===== src/common/sbdig_pkg.sv =====
/*
 Constants, address tables and carrier types for the serial board glue.
 Assumes a 10-bit byte I/O address space and four serial ports.
*/
package sbdig_pkg;
   // ==================================================
   // Sizes
   localparam int ADDR_W = 10;
   localparam int DATA_W = 8;
   localparam int NPORT = 4;
   localparam int NLEVEL = 9;
   localparam int UART_BLK_LSB = 3;
   localparam int DIO_BLK_LSB = 2;
   // ==================================================
   // Baud clock
   localparam int OSC_DIV = 4;
   localparam int OSC_DIV_W = 2;
   localparam logic [OSC_DIV_W-1:0] DIV_LAST = 2'h3;
   localparam logic [OSC_DIV_W-1:0] DIV_HALF = 2'h1;
   // ==================================================
   // Status register layout
   localparam logic [3:0] STATUS_PAD = 4'h0;
   localparam logic [DATA_W-1:0] DATA_IDLE = 8'h00;
   // ==================================================
   // Address tables, index {C out, B out, A out}
   typedef logic [ADDR_W-1:0] sbdig_addr_t;
   localparam sbdig_addr_t UART_BASE [8][NPORT] = '{
      '{10'h3F8, 10'h2F8, 10'h3E8, 10'h2E8},
      '{10'h3E8, 10'h2E8, 10'h3A8, 10'h2A8},
      '{10'h380, 10'h388, 10'h288, 10'h230},
      '{10'h240, 10'h248, 10'h260, 10'h268},
      '{10'h100, 10'h108, 10'h110, 10'h118},
      '{10'h120, 10'h128, 10'h130, 10'h138},
      '{10'h140, 10'h148, 10'h150, 10'h158},
      '{10'h160, 10'h168, 10'h170, 10'h178}};
   localparam sbdig_addr_t STATUS_ADDR [8] = '{10'h220, 10'h220,
      10'h224, 10'h224, 10'h240, 10'h244, 10'h248, 10'h24C};
   // Index {E out, D out}
   localparam sbdig_addr_t DIO_BASE [4] = '{10'h200, 10'h240,
      10'h280, 10'h300};
   // Level carried by each bit of an interrupt level vector
   localparam int IRQ_LEVEL_NUM [NLEVEL] = '{2, 3, 4, 5, 6, 7, 10, 12, 15};
   // ==================================================
   // Carriers; strap fields are 1 when the jumper is in
   typedef struct packed {
      logic [ADDR_W-1:0] addr;
      logic aen;
      logic iorN;
      logic iowN;
   } sbdig_bus_t;
   typedef struct packed {
      logic clkMult;
      logic addrA;
      logic addrB;
      logic addrC;
      logic dioD;
      logic dioE;
      logic hd12;
      logic hd34;
   } sbdig_straps_t;
   typedef struct packed {
      logic sel232;
      logic rtsCtrl;
      logic echo;
      logic [NLEVEL-1:0] irqLevel;
   } sbdig_port_cfg_t;
endpackage : sbdig_pkg


===== src/design/sbdig_top.sv =====
/*
 Board glue for a four-port serial card on an 8-bit PC/104 I/O bus:
 baud clock select, address decode, half-duplex control, shared
 interrupt drive and the read-only interrupt status register.
 Assumes straps are static, bus pins and oscillator are asynchronous
 to mclk and are sampled through two flip-flops.
*/
// Behaviour
// - Clock strap out: oscillator divided by four feeds the serial controllers.
// - Clock strap in: oscillator passed undivided for four times the rate.
// - Auto half-duplex: request-to-send low while data pending, high after.
// - One strap sets auto control for ports 1-2, another for 3-4.
// - Straps A, B, C form a 3-bit code picking one address set.
// - All straps in: ports at 3F8, 2F8, 3E8, 2E8, status at 220.
// - Each port is an 8-byte block; A, B in, C out gives 100-118.
// - Status is one byte at 240-24C with C out, 220/224 with C in.
// - Straps D, E place the 4-byte parallel block at 200/240/280/300.
// - Protocol strap in selects single-ended, out selects differential transceiver.
// - Transmit-control strap in differential mode gates transmitter by request-to-send.
// - Echo strap in: transmitter enable disables the receiver.
// - Each port's request routes to any of nine levels, sharing allowed.
// - Request drives the line high, otherwise releases it; never low.
// - Status bits 3..0 show live requests of ports 4..1, shared or not.
// - Status bits 7..4 always read zero.
// - A status bit is one while its request is active, else zero.
`timescale 1ns/1ps
`default_nettype none
module sbdig_top
   import sbdig_pkg::*;
(
   input wire logic mclk,
   input wire logic reset_n,
   input wire logic [ADDR_W-1:0] isaAddr,
   input wire logic isaAen,
   input wire logic isaIorN,
   input wire logic isaIowN,
   output logic [DATA_W-1:0] isaDataOut,
   output logic isaDataOe,
   output logic [NPORT-1:0] uartCsN,
   output logic dioCsN,
   input wire sbdig_straps_t addressStrapBlock,
   input wire sbdig_port_cfg_t portProtocolStraps [NPORT],
   input wire logic oscIn,
   output logic baudClk,
   output logic baudTick,
   output logic [1:0] halfDuplexCtrlInN,
   input wire logic [NPORT-1:0] portIrqFlag,
   input wire logic [NPORT-1:0] uartTxActive,
   input wire logic [NPORT-1:0] uartSwRtsN,
   output logic [NPORT-1:0] rtsN,
   output logic [NPORT-1:0] txEnable,
   output logic [NPORT-1:0] rxEnable,
   output logic [NPORT-1:0] sel232,
   output logic [NLEVEL-1:0] irqLineOut,
   output logic [NLEVEL-1:0] irqLineOe
);
   // ==================================================
   // Pin synchronisers
   sbdig_bus_t busRaw;
   sbdig_bus_t busS;
   sbdig_straps_t strapS;
   sbdig_port_cfg_t cfgS [NPORT];
   logic oscS;
   logic [NPORT-1:0] irqS;
   logic [NPORT-1:0] txActS;
   logic [NPORT-1:0] swRtsS;

   assign busRaw = '{addr: isaAddr, aen: isaAen, iorN: isaIorN,
                     iowN: isaIowN};

   sbdig_sync #(.W($bits(sbdig_bus_t))) u_syncBus (
      .mclk(mclk),
      .reset_n(reset_n),
      .d(busRaw),
      .q(busS)
   );
   sbdig_sync #(.W($bits(sbdig_straps_t))) u_syncStrap (
      .mclk(mclk),
      .reset_n(reset_n),
      .d(addressStrapBlock),
      .q(strapS)
   );
   sbdig_sync #(.W(1 + 3 * NPORT)) u_syncMisc (
      .mclk(mclk),
      .reset_n(reset_n),
      .d({oscIn, portIrqFlag, uartTxActive, uartSwRtsN}),
      .q({oscS, irqS, txActS, swRtsS})
   );

   // ==================================================
   // Baud clock select and divider
   logic oscPrev_q;
   logic oscEdge;
   logic [OSC_DIV_W-1:0] divCnt_q;
   logic baudClk_q;
   logic baudTick_q;

   assign oscEdge = oscS && !oscPrev_q;

   always_ff @(posedge mclk or negedge reset_n) begin
      if (!reset_n) begin
         oscPrev_q <= 1'b0;
         divCnt_q <= '0;
         baudClk_q <= 1'b0;
         baudTick_q <= 1'b0;
      end else begin
         oscPrev_q <= oscS;
         if (oscEdge) begin
            divCnt_q <= divCnt_q + 1'b1;
         end
         if (strapS.clkMult) begin
            baudClk_q <= oscS;
            baudTick_q <= oscEdge;
         end else begin
            // Square output, high for two oscillator periods
            baudClk_q <= divCnt_q > DIV_HALF;
            baudTick_q <= oscEdge && divCnt_q == DIV_LAST;
         end
      end
   end

   assign baudClk = baudClk_q;
   assign baudTick = baudTick_q;

   // ==================================================
   // Address decode
   logic [2:0] serCode;
   logic [1:0] dioCode;
   logic hostCycle;
   logic [NPORT-1:0] uartHit;
   logic statusHit;
   logic dioHit;
   logic statusRead;

   // Jumper in reads as binary zero
   assign serCode = {!strapS.addrC, !strapS.addrB, !strapS.addrA};
   assign dioCode = {!strapS.dioE, !strapS.dioD};
   // DMA cycles raise address enable; never ours
   assign hostCycle = !busS.aen && (!busS.iorN || !busS.iowN);

   for (genvar p = 0; p < NPORT; p++) begin : g_dec
      assign uartHit[p] = hostCycle &&
         busS.addr[ADDR_W-1:UART_BLK_LSB] ==
         UART_BASE[serCode][p][ADDR_W-1:UART_BLK_LSB];
   end

   assign statusHit = hostCycle &&
      busS.addr == STATUS_ADDR[serCode];
   assign dioHit = hostCycle &&
      busS.addr[ADDR_W-1:DIO_BLK_LSB] ==
      DIO_BASE[dioCode][ADDR_W-1:DIO_BLK_LSB];
   // Writes to status fall through untouched
   assign statusRead = statusHit && !busS.iorN;

   assign uartCsN = ~uartHit;
   assign dioCsN = !dioHit;

   // ==================================================
   // Status register read path
   logic [DATA_W-1:0] dataOut_q;
   logic dataOe_q;

   always_ff @(posedge mclk or negedge reset_n) begin
      if (!reset_n) begin
         dataOut_q <= DATA_IDLE;
         dataOe_q <= 1'b0;
      end else begin
         dataOe_q <= statusRead;
         if (statusRead) begin
            // Live flags, nothing latched or cleared
            dataOut_q <= {STATUS_PAD, irqS};
         end else begin
            dataOut_q <= DATA_IDLE;
         end
      end
   end

   assign isaDataOut = dataOut_q;
   assign isaDataOe = dataOe_q;

   // ==================================================
   // Half-duplex control and per-port logic
   logic [1:0] hdN_q;
   logic [NPORT-1:0] autoEn;
   logic [NLEVEL-1:0] route [NPORT];

   always_ff @(posedge mclk or negedge reset_n) begin
      if (!reset_n) begin
         hdN_q <= 2'h3;
      end else begin
         hdN_q <= {!strapS.hd34, !strapS.hd12};
      end
   end

   assign halfDuplexCtrlInN = hdN_q;
   // One control input serves both ports of a controller
   assign autoEn = {{2{strapS.hd34}}, {2{strapS.hd12}}};

   for (genvar p = 0; p < NPORT; p++) begin : g_port
      sbdig_port u_port (
         .mclk(mclk),
         .reset_n(reset_n),
         .cfg(cfgS[p]),
         .autoEn(autoEn[p]),
         .txActive(txActS[p]),
         .swRtsN(swRtsS[p]),
         .irqFlag(irqS[p]),
         .rtsN_q(rtsN[p]),
         .txEnable_q(txEnable[p]),
         .rxEnable_q(rxEnable[p]),
         .sel232_q(sel232[p]),
         .irqRoute_q(route[p])
      );
      sbdig_sync #(.W($bits(sbdig_port_cfg_t))) u_syncCfg (
         .mclk(mclk),
         .reset_n(reset_n),
         .d(portProtocolStraps[p]),
         .q(cfgS[p])
      );
   end

   // ==================================================
   // Shared interrupt lines
   logic [NLEVEL-1:0] levelReq;

   always_comb begin
      levelReq = '0;
      for (int p = 0; p < NPORT; p++) begin
         levelReq = levelReq | route[p];
      end
   end

   // Drive high or float; low comes from the pull-down only
   assign irqLineOut = '1;
   assign irqLineOe = levelReq;
endmodule : sbdig_top
`default_nettype wire


===== src/design/sbdig_sync.sv =====
/*
 Two-stage synchroniser for a vector of pin levels.
 Assumes inputs are quasi-static or level signals from outside mclk.
*/
`timescale 1ns/1ps
`default_nettype none
module sbdig_sync #(
   parameter int W = 1
) (
   input wire logic mclk,
   input wire logic reset_n,
   input wire logic [W-1:0] d,
   output logic [W-1:0] q
);
   logic [W-1:0] meta_q;
   // ==================================================
   // First stage feeds only the second
   always_ff @(posedge mclk or negedge reset_n) begin
      if (!reset_n) begin
         meta_q <= '0;
         q <= '0;
      end else begin
         meta_q <= d;
         q <= meta_q;
      end
   end
endmodule : sbdig_sync
`default_nettype wire


===== src/design/sbdig_port.sv =====
/*
 Per-port half-duplex, transceiver select, echo and interrupt routing.
 Assumes all inputs are already synchronised to mclk.
*/
`timescale 1ns/1ps
`default_nettype none
module sbdig_port
   import sbdig_pkg::*;
(
   input wire logic mclk,
   input wire logic reset_n,
   input wire sbdig_port_cfg_t cfg,
   input wire logic autoEn,
   input wire logic txActive,
   input wire logic swRtsN,
   input wire logic irqFlag,
   output logic rtsN_q,
   output logic txEnable_q,
   output logic rxEnable_q,
   output logic sel232_q,
   output logic [NLEVEL-1:0] irqRoute_q
);
   logic rtsN_d;
   logic txEnable_d;
   logic gateByRts;
   // ==================================================
   // Request-to-send and transceiver gating
   assign rtsN_d = autoEn ? !txActive : swRtsN;
   assign gateByRts = !cfg.sel232 && cfg.rtsCtrl;
   assign txEnable_d = gateByRts ? !rtsN_d : 1'b1;
   // ==================================================
   always_ff @(posedge mclk or negedge reset_n) begin
      if (!reset_n) begin
         rtsN_q <= 1'b1;
         txEnable_q <= 1'b0;
         rxEnable_q <= 1'b1;
         sel232_q <= 1'b1;
         irqRoute_q <= '0;
      end else begin
         rtsN_q <= rtsN_d;
         txEnable_q <= txEnable_d;
         // Echo suppression follows the enable being driven
         rxEnable_q <= !(cfg.echo && txEnable_d);
         sel232_q <= cfg.sel232;
         irqRoute_q <= irqFlag ? cfg.irqLevel : '0;
      end
   end
endmodule : sbdig_port
`default_nettype wire


===== config.mk =====
export PLATFORM = sky130hd
export DESIGN_NAME = sbdig_top
export DESIGN_NICKNAME = d
export VERILOG_FILES = /design/src/common/sbdig_pkg.sv /design/src/design/sbdig_top.sv /design/src/design/sbdig_sync.sv /design/src/design/sbdig_port.sv
export SDC_FILE = /design/constraint.sdc
export NUM_CORES = 1
export LEC_CHECK = 0
export ABC_AREA = 1
export BUFFER_PORTS_ARGS = -buffer_cell sky130_fd_sc_hd__buf_4
export CAP_MARGIN = 20
export CORE_ASPECT_RATIO = 0.5
export CORE_MARGIN = 3
export CORE_UTILIZATION = 35
export DETAILED_ROUTE_END_ITERATION = 7
export HOLD_SLACK_MARGIN = 0.05
export PLACE_DENSITY = 0.55
export RECOVER_POWER = 100
export REMOVE_ABC_BUFFERS = 1
export SLEW_MARGIN = 20
export SYNTH_ARGS = -nofsm -noshare
export SYNTH_HDL_FRONTEND = slang
export SYNTH_SLANG_ARGS = --single-unit

===== constraint.sdc =====
create_clock -name mclk -period 1.8 [get_ports mclk]
set_clock_uncertainty 0.2 [all_clocks]
set_input_delay 0.18 -clock mclk [delete_from_list [all_inputs] [get_ports mclk]]
set_output_delay 0.18 -clock mclk [all_outputs]
set_load 0.02 [all_outputs]

Word level (Yosys, flattened, before mapping)

Memory sizes are Yosys's and may differ from the RTL's.
Cells that the tools add are included.

Reduce and logical (&&, ||, !) cells: 47
Multiplexer cells: 22
Eq/ne operators: 7
Bitwise operators: 6
Add/subtract/negate cells: 1
$lt $le $gt $ge: 3

Operator list:

| operator                                                  | count |
|---|---|
| 2-to-1 mux 40 bit                                         | 2 |
| 2-to-1 mux 10 bit                                         | 4 |
| 2-to-1 mux 9 bit                                          | 4 |
| equality test 7 bit                                       | 4 |
| zero test 1 bit                                           | 28 |
| OR 9 bit                                                  | 3 |
| binary-select mux 10 bit (select 2 bit)                   | 1 |
| logical AND 1 bit                                         | 18 |
| equality test 10 bit                                      | 1 |
| 2-to-1 mux 1 bit                                          | 10 |
| equality test 8 bit                                       | 1 |
| greater-or-equal comparator 4 bit (second input constant) | 1 |
| 2-to-1 mux 4 bit                                          | 1 |
| inverter 3 -> 4 bit                                       | 1 |
| inverter 4 bit                                            | 1 |
| greater-or-equal comparator 3 bit (second input constant) | 1 |
| inverter 2 -> 3 bit                                       | 1 |
| adder 2 x 1 -> 2 bit (second input constant)              | 1 |
| equality test 2 bit (second input constant)               | 1 |
| > comparator 2 x 1 -> 1 bit (second input constant)       | 1 |
| logical OR 1 bit                                          | 1 |

Memories: 2
Logic and storage cells: 129
Memory bits (read-only): 400
Bits in registers: 232
Input port bits: 84
Output and inout bits: 52

Memory list:

| memory          | depth | bits a word | rd ports | clocked after Yosys merged registers in | write ports | line             | source |
|---|---|---|---|---|---|---|---|
| (no name shown) | 8     | 40          | 1        | 0                                       | 0           | sbdig_top.sv:144 | `UART_BASE[serCode][p][ADDR_W-1:UART_BLK_LSB];` |
| (no name shown) | 8     | 10          | 1        | 0                                       | 0           | sbdig_top.sv:148 | `busS.addr == STATUS_ADDR[serCode];` |

Depth between registers and ports, before layout

Word-level depth: 9
Mapped depth: 9
Mapped depth without buffers: 8

Cells and area by module

From an unflattened synthesis, not the netlist that was laid out.

Cells, all modules: 522
Area, all modules: 7,143.1 µm²

Modules (own cells, without submodules):

| module                                | instances | area an instance (µm²) | seq. area each (µm²) | cells an instance |
|---|---|---|---|---|
| sbdig_sync at g_port[0].u_syncCfg ... | 4         | 600.6                  | 600.6                | 24 |
| sbdig_port                            | 4         | 457.9                  | 329.1                | 41 |
| sbdig_sync at u_syncBus ...           | 2         | 650.6                  | 650.6                | 26 |
| sbdig_top                             | 1         | 1,207.4                | 302.8                | 194 |
| sbdig_sync at u_syncStrap             | 1         | 400.4                  | 400.4                | 16 |

Worst setup path after synthesis

No wires, ideal clock.

Path type: register to output
Start: reg u_syncStrap.q[5]
End: out uartCsN[0]
Stages on the path, launching flop included: 9
Path buffers: 0
Setup slack: 0.165 ns
Arrival: 1.255 ns
Required time: 1.420 ns
Cells stage by stage: dfrtp_1 -> inv_1 -> ha_1 -> nand2_1 -> nand2_1 -> nand2_1 -> nand2_1 -> nor2_1 -> nand3_1

Cells in the longest elaborated chain, start to end: 8

Ends and longest elaborated chain:

| what                                      | line             | source |
|---|---|---|
| start, declared                           | sbdig_sync.sv:13 | `output logic [W-1:0] q` |
| start signal, assigned                    | sbdig_sync.sv:24 | `q <= meta_q;` |
| zero test 1 bit                           | sbdig_top.sv:136 | `assign serCode = {!strapS.addrC, !strapS.addrB, !strapS.addrA};` |
| inverter 3 -> 4 bit (implied by the code) | sbdig_top.sv:144 |  |
| memory read (8 x 40 bit)                  | -                |  |
| 2-to-1 mux 40 bit (2 in series)           | -                |  |
| equality test 7 bit                       | sbdig_top.sv:143 | `busS.addr[ADDR_W-1:UART_BLK_LSB] ==` |
| logical AND 1 bit                         | sbdig_top.sv:142 | `assign uartHit[p] = hostCycle &&` |
| inverter 4 bit                            | sbdig_top.sv:155 | `assign uartCsN = ~uartHit;` |
| end, declared                             | sbdig_top.sv:39  | `output logic [NPORT-1:0] uartCsN,` |

Every way passes these cells. The select of a mux whose other input is x is not followed.

Final worst setup path

Start: reg u_syncStrap.q[6]
End: out uartCsN[0]

Same word-level chain as after synthesis.

==> results_dict.tcl <==
set metrics [dict create \
    dieArea_mm2 0.02223 \
    area_growth_pct 39.89 \
    synthMuxAreaShare_pct 0 \
    vias_per_cell 4.000 \
    crit_path_start "u_syncStrap.q[6]" \
    wl_per_cell_um 13.53 \
    pin_count 136 \
    port_buffers 122 \
    drive_above_1_share_pct 28.88 \
    ff2ff_setup_slack_ns 0.28 \
    cts_buffer_depth 3 \
    ys_top_cells_by_count "214 x dfrtp_1, 92 x nand2_1, 66 x inv_1" \
    start_util_pct 36.16 \
    cts.sinks 228 \
    end_kind "primary output" \
    path_max_fanout 4 \
    ys_top_cells_by_area "dfrtp_1 75%, dfstp_2 5.2%, nand2_1 4.8%" \
    totalPowerFinal_w 0.01070 \
    ys_seq_area_share_pct 80.23 \
    worstSetupEndpoint "uartCsN[0]" \
    synth-seq-cells 228 \
    violations "setup timing" \
    relSlewSlack_pct 50.00 \
    finalHoldViolations 0 \
    synth_top_family_by_area "simple AND/OR/NAND/NOR gates" \
    clock_latency_ns 0.49 \
    drv_slew 0 \
    tightest_slew_ns 0.7500 \
    synth_xor_area_share_pct 0.8770 \
    grt_max_degree 52 \
    core_mm2 0.01973 \
    setup_slack_ns -0.3782 \
    pre_cts_ws_ns 0.06785 \
    synth-simple-area-share_pct 9.735 \
    finalWirelength_um 13720 \
    yosys_warnings 0 \
    p_leak_nw 4.926 \
    power_density_mw_per_mm2 1072 \
    fin_nets 823 \
    syn_inst 512 \
    grtUsageTotal_pct 12.77 \
    crit_arrival_ns 1.80 \
    die_x_um 207.9 \
    maxCapViolations 0 \
    synth-compound-area-share_pct 0.9998 \
    drtAntennaViolNets 0 \
    layout_min_cycle_time_ns 2.178 \
    rr_endpoint "isaDataOut[1]" \
    synth.most_common_cell "dfrtp_1" \
    finalCritPeriodShare_pct 121.0 \
    synth_adder_area_share_pct 0.8770 \
    drc 0 \
    cts.reportedPaths.clkPinSlew_ns 0.07 \
    r2r_cells 8 \
    timing.fmax_ghz 0.4591 \
    fill_cells 1702 \
    ir_drop_uv 495.2 \
    cts_buffers 20 \
    synth.distinct_cells 29 \
    crit_chain "buf_4, ha_2, nor2_2, a21oi_1, nor2_1, nand3_2, buf_6" \
    synthArstFlopShare_pct 100.0 \
    r2r_start "u_syncStrap.q[4]" \
    rsz0062_at_grt "yes" \
    firstDrtPassIters 6 \
    grt-ovfl-total 0 \
    slowest_delay_ns 0.45 \
    cp_slowest_cell "dfrtp_2" \
    synth_edf_count 0 \
    cts_tree "done" \
    fin_tns_setup_ns -3.737 \
    synth.top_cell.area_share_pct 75.07 \
    yosys.area.top_type "dfrtp_1" \
    hold_path.class "reg2reg" \
    vias 4056 \
    worst-setup-path-type "reg2out" \
    synth_ff_type "dfrtp_1" \
    drt_iter0_markers 165 \
    setup_viol 36 \
    grt_pass1_vias 4294 \
    grt_pass1_wl_um 22430 \
    die_h_um 106.9 \
    crit_required_ns 1.42 \
    status "finished with violations" \
    avgSynthCellArea_um2 13.93 \
    n_antenna_cell 0 \
    worst_setup_path_start_kind "flip-flop" \
    finalWeightedCongestion 0.8679 \
    num_rows 36 \
    dp_hpwl_um 8828 \
    cts_root_buffer "clkbuf_16" \
    antenna_found_initial 0 \
    htree_levels 1 \
    syn_area_mm2 0.007133 \
]
==> what timing repair did <==
action,4_1_cts,5_1_grt
endpoints found under the hold margin,310,0
gates resized for setup,38,16
hold buffers,84,0
buffers inserted,3,2
endpoints found under the setup margin,14,14
pin swaps,12,14
==> area by class of cell <==
class | count | area (um2) | share of cell area [%]
sequential | 228 | 5729 | 57.42
timing repair buffer | 225 | 1943 | 19.47
multi-input combinational | 192 | 1057 | 10.60
clock buffer | 24 | 525.5 | 5.266
tap | 266 | 332.8 | 3.335
inverter | 67 | 256.5 | 2.571
clock inverter | 12 | 133.9 | 1.342
==> cells by family (layout without fill, tap and decap cells) <==
kind of cell | Yosys count | count (layout)
flops | 228 | 228
simple gates | 156 | 156
buf+inv | 103 | 328
compound gates | 13 | 13
fa+ha+maj | 5 | 5
xor+xnor | 5 | 5
other cells | 2 | 13
==> worst max-delay path: cells and delay by family, from the launching register on <==
| family | cells | cell delay (ns) |
|---|---|---|
| flip-flops | 1 | 0.45 |
| AND/OR/NAND/NOR | 3 | 0.33 |
| buffers and inverters | 2 | 0.30 |
| adder cells (fa/ha/maj) | 1 | 0.17 |
| AO/OA/AOI/OAI | 1 | 0.06 |
==> stage by stage <==
| step | cells | cell area (um2) | utilization [%] | hold WS, ns |
|---|---|---|---|---|
| final | 1014 | 9978 | 50.58 | 0.1417 |
| after global routing | 1014 | 9978 | 50.58 | 0.1262 |
| after CTS | 1012 | 9972 | 50.55 | 0.09462 |
| after detailed placement | 889 | 8325 | 42.20 | -0.07530 |
| after global placement | 889 | 8325 | 42.20 | -0.07675 |
| after floorplan | 487 | 6914 | - | -0.3156 |
==> layout by cell type, fill, tap and decap left out, types with 2 or more instances in the layout <==
cell           synthesis  final
a21oi_1                3      2
conb_1                 2     13
o21ai_0                7      7
dfrtp_2                0      5
dfstp_2               14     14
nor2_1                21     18
buf_4                 29     29
ha_1                   5      2
nand3b_1               4      4
nor3_2                 0      2
clkinv_2               0      5
ha_4                   0      2
nand2_1               92     87
clkbuf_4               0     76
inv_1                 66     61
inv_2                  1      4
xor2_1                 3      2
bufinv_16              0      2
buf_12                 0      5
dfrtp_1              214    209
or4_4                  0      9
clkbuf_16              0     20
clkbuf_1               4     21
buf_6                  2     13
dlygate4sd3_1          0     84
nand2_4                1      2
nand4_1                3      3
clkinvlp_4             0      2
nand3_2                1      3
nand3_1               16     14
nand2_2                4      8
inv_4                  0      2
nor2_2                 2      5
==> power by group <==
group,switching [W],internal [W],leakage (nW)
clock,0.00186,0.00241,0.321
sequential,0.000128,0.00542,2.69
combinational,0.000439,0.000447,1.92
total,0.00243,0.00827,4.93
==> sequential cells by signal (all words and copies together), names as in the netlist, 8 cells and up <==
register,count
g_port.u_syncCfg.meta_q,48
u_syncMisc.q,13
u_syncMisc.meta_q,13
g_port.u_port.irqRoute_q,36
u_syncBus.meta_q,13
g_port.u_syncCfg.q,48
u_syncBus.q,13
u_syncStrap.meta_q,8
u_syncStrap.q,8
==> how the worst min path moves through the flow <==
stage | from | endpoint | slack, ns | cells past startpoint
after floorplan | reset_n | baudClk | -0.32 | 0
after global placement | reset_n | g_port[1].u_syncCfg.q[11] | -0.08 | 1
after detailed placement | reset_n | g_port[1].u_syncCfg.meta_q[11] | -0.08 | 1
after CTS | addressStrapBlock[0] | u_syncStrap.meta_q[0] | 0.09 | 2
after global routing | uartTxActive[0] | u_syncMisc.meta_q[4] | 0.13 | 2
final | g_port[1].u_syncCfg.meta_q[11] | g_port[1].u_syncCfg.q[11] | 0.14 | 0
==> metal layers <==
layer | track usage [%] | share of wire, % | vias up
met1 | 15.90 | 41 | 2005
met3 | 2.982 | 4.9 | 22
met4 | 3.123 | 1.9 | 0
met5 | 0 | 0 | -
met2 | 22.83 | 52 | 79
li1 | - | - | 1950
Note: power is estimated with default switching activity, not from simulation.
